**src/common/tccp_defs.svh**
```systemverilog
// constants for the two-channel capture/compare/pwm timer
// assumes inclusion by the package and the core only
// Notes on behaviour
// - seven bus clock divisions or external pin
// - active capture edge copies counter to channel
// - captured value is pre-edge count plus two
// - capture overwrites even when flag set
// - flag raises irq only when enabled
// - channel value registers not reset
// - compare match sets, clears or toggles pin
// - unbuffered value writes take effect immediately
// - pair link joins channels, channel 0 first
// - last written pair controls after overflow
// - linked: channel 0 control governs, 1 ignored
// - linked output on pin 0, pin 1 released
// - toggle on overflow forms pwm period
// - modulo 0x00FF undivided gives 256 cycles
// - value 0x0080 gives half period pulse
// - 16-bit up counter, free or modulo
// - mode 01 unbuffered, 10 buffered, link priority
// - no overflow toggle 0%, max duty without overflow toggle 100%
`ifndef TCCP_DEFS_SVH
`define TCCP_DEFS_SVH
`define TCCP_A_CTRL      4'h0
`define TCCP_A_COUNT     4'h1
`define TCCP_A_MOD       4'h2
`define TCCP_A_CH0_CS    4'h3
`define TCCP_A_CH0_VAL   4'h4
`define TCCP_A_CH1_CS    4'h5
`define TCCP_A_CH1_VAL   4'h6
`define TCCP_A_IRQ       4'h7
`define TCCP_PS_EXT      3'h7
`define TCCP_MOD_RESET   16'hFFFF
`define TCCP_CAP_ADJ     16'h0002
`define TCCP_CTRL_TOF    7
`define TCCP_CTRL_TOIE   6
`define TCCP_CTRL_STOP   5
`define TCCP_CTRL_TRST   4
`define TCCP_CS_FLAG     7
`define TCCP_CS_IE       6
`define TCCP_CS_MSB      5
`define TCCP_CS_MSA      4
`define TCCP_CS_ELSB     3
`define TCCP_CS_ELSA     2
`define TCCP_CS_TOV      1
`define TCCP_CS_MAX      0
`endif

```
**src/common/tccp_pkg.sv**
```systemverilog
// types for the two-channel capture/compare/pwm timer
// assumes the defs header is found on the include path
package tccp_pkg;
  `include "tccp_defs.svh"
  typedef enum logic [1:0] {
    TCCP_MODE_CAPTURE,
    TCCP_MODE_COMPARE,
    TCCP_MODE_BUFFERED
  } tccp_mode_type;
endpackage

```
**src/core/tccp_core.sv**
```systemverilog
// two-channel 16-bit capture/compare/pwm timer with avalon-mm slave
// assumes one 100 MHz clock, pins synchronous to it, sync reset
`timescale 1ns/1ps
`default_nettype none
`include "tccp_defs.svh"
module tccp_core #(
  parameter int PS_WIDTH = 3
) (
  input  wire logic        clk,
  input  wire logic        rst_n,
  input  wire logic [3:0]  avs_address,
  input  wire logic        avs_read,
  input  wire logic        avs_write,
  input  wire logic [31:0] avs_writedata,
  output logic      [31:0] avs_readdata,
  output logic             avs_waitrequest,
  input  wire logic        external_count_clock_pin,
  input  wire logic        channel0_pin_in,
  input  wire logic        channel1_pin_in,
  output logic             channel0_pin_out,
  output logic             channel0_pin_oe_n,
  output logic             channel1_pin_out,
  output logic             channel1_pin_oe_n,
  output logic             irq
);
  import tccp_pkg::*;

  // registered answer: one wait cycle, reply at second edge
  logic        ack_q, ack_d;
  logic [31:0] rd_q, rd_d;
  logic [7:0]  ctrl_q, ctrl_d;
  logic [7:0]  cs_q [2];
  logic [7:0]  cs_d [2];
  logic [15:0] val_q [2];
  logic [15:0] val_d [2];
  logic [15:0] cnt_q, cnt_d, mod_q, mod_d;
  logic [6:0]  pre_q, pre_d;
  logic [1:0]  ext_q, ext_d;
  logic [1:0]  cap0_q, cap0_d, cap1_q, cap1_d;
  logic [1:0]  pin_q, pin_d;
  logic        act_q, act_d;
  logic        tof_arm_q, tof_arm_d;
  logic [15:0] cnt_prev_q, cnt_prev_d;

  function automatic tccp_mode_type mode_of(input logic [7:0] cs);
    if (cs[`TCCP_CS_MSB])
      mode_of = TCCP_MODE_BUFFERED;
    else if (cs[`TCCP_CS_MSA])
      mode_of = TCCP_MODE_COMPARE;
    else
      mode_of = TCCP_MODE_CAPTURE;
  endfunction

  function automatic logic edge_hit(input logic [7:0] cs,
                                    input logic [1:0] s);
    logic rise;
    logic fall;
    rise = s[0] & ~s[1];
    fall = ~s[0] & s[1];
    unique case ({cs[`TCCP_CS_ELSB], cs[`TCCP_CS_ELSA]})
      2'h1: edge_hit = rise;
      2'h2: edge_hit = fall;
      2'h3: edge_hit = rise | fall;
      default: edge_hit = 1'b0;
    endcase
  endfunction

  function automatic logic cmp_level(input logic [7:0] cs, input logic p);
    unique case ({cs[`TCCP_CS_ELSB], cs[`TCCP_CS_ELSA]})
      2'h1: cmp_level = ~p;
      2'h2: cmp_level = 1'b0;
      2'h3: cmp_level = 1'b1;
      default: cmp_level = p;
    endcase
  endfunction

  logic        req, wr, tick, ovf, linked;
  logic [6:0]  pre_mask;
  logic [15:0] cnt_nxt;
  logic [1:0]  cap_hit, cmp_hit;
  logic [2:0]  ps;

  always_comb begin
    req = (avs_read | avs_write) & ~ack_q;
    wr = avs_write & ~ack_q;
    ps = ctrl_q[PS_WIDTH-1:0];
    linked = cs_q[0][`TCCP_CS_MSB];
    // seven divided rates, ext pin counted on rising edge
    // divide by 2^ps: tick when the low ps prescaler bits are all ones
    pre_mask = (7'h01 << ps) - 7'h01;
    if (ps == `TCCP_PS_EXT)
      tick = ext_q[0] & ~ext_q[1];
    else
      tick = ((pre_q & pre_mask) == pre_mask);
    tick = tick & ~ctrl_q[`TCCP_CTRL_STOP];
    ovf = tick & (cnt_q == mod_q);
    // compare on the count being entered, while the overflow tests the current count
    cnt_nxt = ovf ? 16'h0000 : cnt_q + 16'h0001;
    // capture edges on double-flopped inputs, first flop against second
    cap_hit[0] = mode_of(cs_q[0]) == TCCP_MODE_CAPTURE
               && edge_hit(cs_q[0], cap0_q);
    cap_hit[1] = !linked && mode_of(cs_q[1]) == TCCP_MODE_CAPTURE
               && edge_hit(cs_q[1], cap1_q);
    cmp_hit[0] = tick && mode_of(cs_q[0]) != TCCP_MODE_CAPTURE
               && cnt_nxt == val_q[linked ? act_q : 1'b0];
    cmp_hit[1] = tick && !linked
               && mode_of(cs_q[1]) == TCCP_MODE_COMPARE
               && cnt_nxt == val_q[1];
  end

  always_comb begin
    pre_d = pre_q + 7'h01;
    ext_d = {ext_q[0], external_count_clock_pin};
    cap0_d = {cap0_q[0], channel0_pin_in};
    cap1_d = {cap1_q[0], channel1_pin_in};
    cnt_prev_d = cnt_q;
    cnt_d = cnt_q;
    if (ovf)
      cnt_d = 16'h0000;
    else if (tick)
      cnt_d = cnt_q + 16'h0001;
    ctrl_d = ctrl_q;
    mod_d = mod_q;
    cs_d = cs_q;
    val_d = val_q;
    act_d = linked ? act_q : 1'b0;
    tof_arm_d = tof_arm_q;
    pin_d = pin_q;
    ack_d = req;
    // read data stands until the next read answer
    rd_d = rd_q;
    if (req && avs_read) begin
      unique case (avs_address)
        `TCCP_A_CTRL: begin
          rd_d = {24'h00_0000, ctrl_q};
          tof_arm_d = ctrl_q[`TCCP_CTRL_TOF];
        end
        `TCCP_A_COUNT: rd_d = {16'h0000, cnt_q};
        `TCCP_A_MOD: rd_d = {16'h0000, mod_q};
        `TCCP_A_CH0_CS: rd_d = {24'h00_0000, cs_q[0]};
        `TCCP_A_CH0_VAL: rd_d = {16'h0000, val_q[0]};
        `TCCP_A_CH1_CS: rd_d = {24'h00_0000, cs_q[1]};
        `TCCP_A_CH1_VAL: rd_d = {16'h0000, val_q[1]};
        `TCCP_A_IRQ: rd_d = {31'h0000_0000, irq};
        default: rd_d = 32'h0000_0000;
      endcase
    end
    if (wr) begin
      unique case (avs_address)
        `TCCP_A_CTRL: begin
          // flag only cleared by 0 after reading it set
          ctrl_d = {ctrl_q[`TCCP_CTRL_TOF] &
                    (avs_writedata[`TCCP_CTRL_TOF] | ~tof_arm_q),
                    avs_writedata[6:5], 1'b0, 1'b0, avs_writedata[2:0]};
          if (avs_writedata[`TCCP_CTRL_TRST]) begin
            cnt_d = 16'h0000;
            pre_d = 7'h00;
          end
          tof_arm_d = 1'b0;
        end
        `TCCP_A_MOD: mod_d = avs_writedata[15:0];
        `TCCP_A_CH0_CS, `TCCP_A_CH1_CS: begin
          cs_d[avs_address[2]] = {cs_q[avs_address[2]][`TCCP_CS_FLAG] &
                                  avs_writedata[`TCCP_CS_FLAG],
                                  avs_writedata[6:0]};
          if (avs_address[2])
            cs_d[1][`TCCP_CS_MSB] = 1'b0;
        end
        `TCCP_A_CH0_VAL: begin
          val_d[0] = avs_writedata[15:0];
          if (linked)
            pin_d[1] = 1'b0;  // remember pair 0 as last written
        end
        `TCCP_A_CH1_VAL: begin
          val_d[1] = avs_writedata[15:0];
          if (linked)
            pin_d[1] = 1'b1;
        end
        default: ;
      endcase
    end
    // hardware set wins over software clear
    if (ovf)
      ctrl_d[`TCCP_CTRL_TOF] = 1'b1;
    if (ovf && linked)
      act_d = pin_q[1];
    for (int i = 0; i < 2; i++) begin
      if (cap_hit[i]) begin
        // pipeline already costs two cycles; add two back
        val_d[i] = cnt_prev_q + `TCCP_CAP_ADJ;
        cs_d[i][`TCCP_CS_FLAG] = 1'b1;
      end
      if (cmp_hit[i])
        cs_d[i][`TCCP_CS_FLAG] = 1'b1;
    end
    // pin 0 drives both the single and linked function
    for (int i = 0; i < 2; i++) begin
      if (i == 0 || !linked) begin
        if (mode_of(cs_q[i]) != TCCP_MODE_CAPTURE) begin
          if (cs_q[i][`TCCP_CS_MAX] && !cs_q[i][`TCCP_CS_TOV])
            pin_d[i] = 1'b1;
          else if (cmp_hit[i])
            pin_d[i] = cmp_level(cs_q[i], pin_q[i]);
          else if (ovf && cs_q[i][`TCCP_CS_TOV])
            pin_d[i] = ~pin_q[i];
        end
      end
    end
    if (!rst_n) begin
      ack_d = 1'b0;
      rd_d = 32'h0000_0000;
      ctrl_d = 8'h00;
      mod_d = `TCCP_MOD_RESET;
      cnt_d = 16'h0000;
      pre_d = 7'h00;
      pin_d = 2'h0;
      act_d = 1'b0;
      tof_arm_d = 1'b0;
      cs_d[0] = 8'h00;
      cs_d[1] = 8'h00;
      ext_d = 2'h0;
      cap0_d = 2'h0;
      cap1_d = 2'h0;
      cnt_prev_d = 16'h0000;
    end
  end

  always_ff @(posedge clk) begin
    ack_q <= ack_d;
    rd_q <= rd_d;
    ctrl_q <= ctrl_d;
    mod_q <= mod_d;
    cnt_q <= cnt_d;
    cnt_prev_q <= cnt_prev_d;
    pre_q <= pre_d;
    pin_q <= pin_d;
    act_q <= act_d;
    tof_arm_q <= tof_arm_d;
    cs_q <= cs_d;
    ext_q <= ext_d;
    cap0_q <= cap0_d;
    cap1_q <= cap1_d;
  end

  // values keep contents across reset
  always_ff @(posedge clk) begin
    val_q <= val_d;
  end

  always_comb begin
    avs_waitrequest = (avs_read | avs_write) & ~ack_q;
    avs_readdata = rd_q;
    channel0_pin_out = pin_q[0];
    channel0_pin_oe_n = mode_of(cs_q[0]) == TCCP_MODE_CAPTURE;
    channel1_pin_out = pin_q[1] & ~linked;
    // released for general use while linked
    channel1_pin_oe_n = linked
      || mode_of(cs_q[1]) == TCCP_MODE_CAPTURE;
    irq = (cs_q[0][`TCCP_CS_FLAG] & cs_q[0][`TCCP_CS_IE])
        | (~linked & cs_q[1][`TCCP_CS_FLAG] & cs_q[1][`TCCP_CS_IE])
        | (ctrl_q[`TCCP_CTRL_TOF] & ctrl_q[`TCCP_CTRL_TOIE]);
  end
endmodule
`default_nettype wire

```
**config.mk**
```make
export PLATFORM = sky130hd
export DESIGN_NAME = tccp_core
export DESIGN_NICKNAME = d
export VERILOG_FILES = /design/src/common/tccp_pkg.sv /design/src/core/tccp_core.sv
export VERILOG_INCLUDE_DIRS = /design/src /design/src/common
export SDC_FILE = /design/constraint.sdc
export NUM_CORES = 1
export LEC_CHECK = 0
export BUFFER_PORTS_ARGS = -buffer_cell sky130_fd_sc_hd__clkbuf_2
export CAP_MARGIN = 25
export CORE_MARGIN = 10
export CORE_UTILIZATION = 45
export DETAILED_ROUTE_END_ITERATION = 8
export PLACE_DENSITY_LB_ADDON = 0.15
export SYNTH_ARGS = -nofsm -noshare
export SYNTH_HDL_FRONTEND = slang
export SYNTH_SLANG_ARGS = --single-unit
```
**constraint.sdc**
```tcl
create_clock -name clk -period 3.2 [get_ports clk]
set_clock_uncertainty 0.05 [all_clocks]
set_input_delay 0 -clock clk [delete_from_list [all_inputs] [get_ports clk]]
set_output_delay 0 -clock clk [all_outputs]
set_load 0.03 [all_outputs]
```
==> results.md <==
* Max incr delay on CP at about 0.48 ns
* Initial DRC count at between 600 and 700
* CTS buffer count at 17
* Count of final max-slew check failures at 0
* Std cell rows at between 40 and 50
* Clk_lat worst skew at between 0.4 and 0.5 ns
* Grt total ovfl at 0
* CTS sink count at 135
* Final non-filler cell total at about 1200
* Critical Path AT at approximately 3.4 ns
* Ant. Diodes at 0
* Xor/xnor share of the synthesized area at under 10%
* Pre-CTS setup slack at around 0.06 ns
* Global-route wire length before repair at between 30000 and 40000 um
* Root buffer cell: clkbuf_16
* R2r setup slk at about 0.086 ns
* Final worst-path cycle share at between 90% and 100%
* # IOs at 81
* Post-synth top area share at a little over a quarter
* Area grow syn2layout at 18.9%
* Post-synthesis compound-gate area fraction at 16.1%
* Drc violations at 0
* Total negative slack at 0 ns
* Final Hold Vio Count at 0
* GRT Total Usage at 21.4%
* Async S/R FF share, synth at 0%
* CTS tree: yes
* Max Fanout on Critical Path at 6
* Peak supply drop at roughly 0.00037 V
* Die area at between 20000 and 25000 um^2
* Register area share after synthesis at between 30 and 40%
* Area contributors post-synth: dfxtp_1 27%, edfxtp_1 13%, xnor2_1 4.7%
* Worst Setup Start Kind: register
* Via count at 6751
* Measured slew at the worst slew-check pin at 0.855 ns
* Final critical path time including I/O delays and setup at ~3.1 ns
* Die Y at 150 um
* Synth area leader: dfxtp_1
* Yosys reg bits at between 100 and 150
* Post-synthesis cell type count at 81
* Post-detail-place hpwl at about 18000 um
* Status: finished, final reports clean
* Synth Instances at between 800 and 900
* Minimum hold slack at roughly 0.026 ns
* Pwr dens at roughly 480 nW/um^2
* Pwr Total at 4.30 mW
* Fin util at around 54%
* CORE AREA at approximately 17000 um^2
* Kind of end point of the critical path: register
* WL per Instance at about 20 um
* Die Wd at 150 um
* Area after DPL at roughly 8100 um^2
* Pin count of the biggest net entering global routing at 38
* Worst-path cell chain: ha_1, nand2_1, nor4_1, xnor2_1, a211oi_2, nand2b_2, a2111oi_0, and4_1, mux2i_1
* EDFF count, synth at 32
* Post-route cell area at between 8000 and 9000 um^2
* Worst EP required at between 3 and 4 ns
* PortBufs at 48
* H-tree Lvls at 4
* First-pass DRT Iterations at 6
* Number of global-route vias before repair at about 6400
* Slowest cell on crit path: a2111oi_0
* Critical path class: register to register
* Worst hold path type: input port to register
* Clk slew on worst S/H paths at about 0.060 ns
* P_leak at 3.56 nW
* Max-slew headroom at 43.0%
* Remaining antenna violation count at 0
* Simple-gate share of the synthesized area at 23.3%
* Ys flop type: dfxtp_1
* Maxcap violations at 0
* Layout cells sized above 1 at 17.3%
* Nets at 995
* Synthesized area per cell at roughly 8.7 um^2
* YS warnings at 0
* Synthesized area at 7560 um^2
* Dpl cells at between 1000 and 1500
* Final setup viols at 0
* Largest family of logic cells by synthesized area: simple AND/OR/NAND/NOR gates
* Initial antenna violation count at 0
* Total Wirelength at 23800 um
* Adder-Cell Fraction of Synth Area at between 1 and 1.5%
* Clock Path Buffers at 2
* Vias per cell at about 5.7
* Placer Congestion at 0.986
* Post-synthesis mux area share at approximately 6%
* Leading cell type in the layout, fill and taps excluded: dfxtp_1
* Achievable Freq at between 300 and 400 MHz
* Worst setup margin at ~0.086 ns
* Most frequent cells in the layout: 102 x dfxtp_1, 89 x nand2_1, 86 x nor2_1
* Initial Util at 45.8%
[final cells by class]
class                   count  area [um^2]
fillers                  1512         7530
inverters                  16         60.1
clock buffers              17          425
flip-flops and latches    135         3020
repair buffers            116          801
multi-input cells         659         4220
clock inverters            15          189
well taps                 220          275
[kinds of logic after synthesis]
kind of cell / Yosys count
simple gates: 347
compound gates: 180
flops: 135
buf+inv: 87
xor+xnor: 66
mux: 43
fa+ha+maj: 7
other cells: 1
[worst paths after layout]
check | end | startpoint | depth (start not counted)
setup reg to reg | pin_q[1]$_SDFFE_PN0P_ | cnt_q[1]$_SDFF_PN0_ | 9
setup / recovery | pin_q[1]$_SDFFE_PN0P_ | cnt_q[1]$_SDFF_PN0_ | 9
hold reg to reg | ext_q[1]$_SDFF_PN0_ | ext_q[0]$_SDFF_PN0_ | 1
hold / removal | tof_arm_q$_SDFF_PN0_ | avs_read | 4
[sequential cells by signal (all words and copies together), names as in the netlist, named ones only]
name	count
tof_arm_q	1
cap1_q	2
act_q	1
ext_q	2
cap0_q	2
pre_q	6
ack_q	1
mod_q	16
val_q	32
cs_q	3
ctrl_q	6
pin_q	2
cnt_prev_q	16
avs_readdata	16
cnt_q	16
[what timing repair did]
item / 4_1_cts / 5_1_grt
gates resized for setup: 0 / 7
hold buffers: 20 / 0
endpoints found under the setup margin: 0 / 3
hold endpoints to repair: 63 / 0
setup buffers: 0 / 0
[synthesized netlist by cell type (22+ instances only)]
cell and n:
o21ai_0 24, clkbuf_1 37, edfxtp_1 32, nand3_1 41, and2_1 25, nand2_1 89
mux2i_1 33, a21oi_1 49, nor2_1 88, nor2b_1 22, buf_4 25, dfxtp_1 103
xnor2_1 41, a22oi_1 22, xor2_1 24
[power by group]
part | leakage (nW) | switching (mW) | total [mW] | internal [mW]
Combinational | 2.14 | 0.250 | 0.397 | 0.147
Clock | 0.298 | 0.827 | 2.07 | 1.25
Sequential | 1.13 | 0.0421 | 1.83 | 1.79
Total | 3.56 | 1.12 | 4.30 | 3.18
[layer usage]
metal / vias up / GRT usage (%) / routed length (um)
li1: 3229 / - / -
met1: 3231 / 30.1 / 11000
met2: 253 / 31.4 / 10400
met3: 38 / 4.77 / 1830
met4: 0 / 7.80 / 529
met5: - / 0 / 0
[critical path, delay by kind of cell, from the launching register on]
kind | cells | cell delay (ns)
and+or+nand+nor | 4 | 1.07
DFF | 1 | 0.41
muxes | 1 | 0.21
AOI/OAI and AO/OA | 2 | 0.82
xor gates and xnor gates | 1 | 0.21
adders and majority gates | 1 | 0.27
Power figures use the tool's default switching activity.
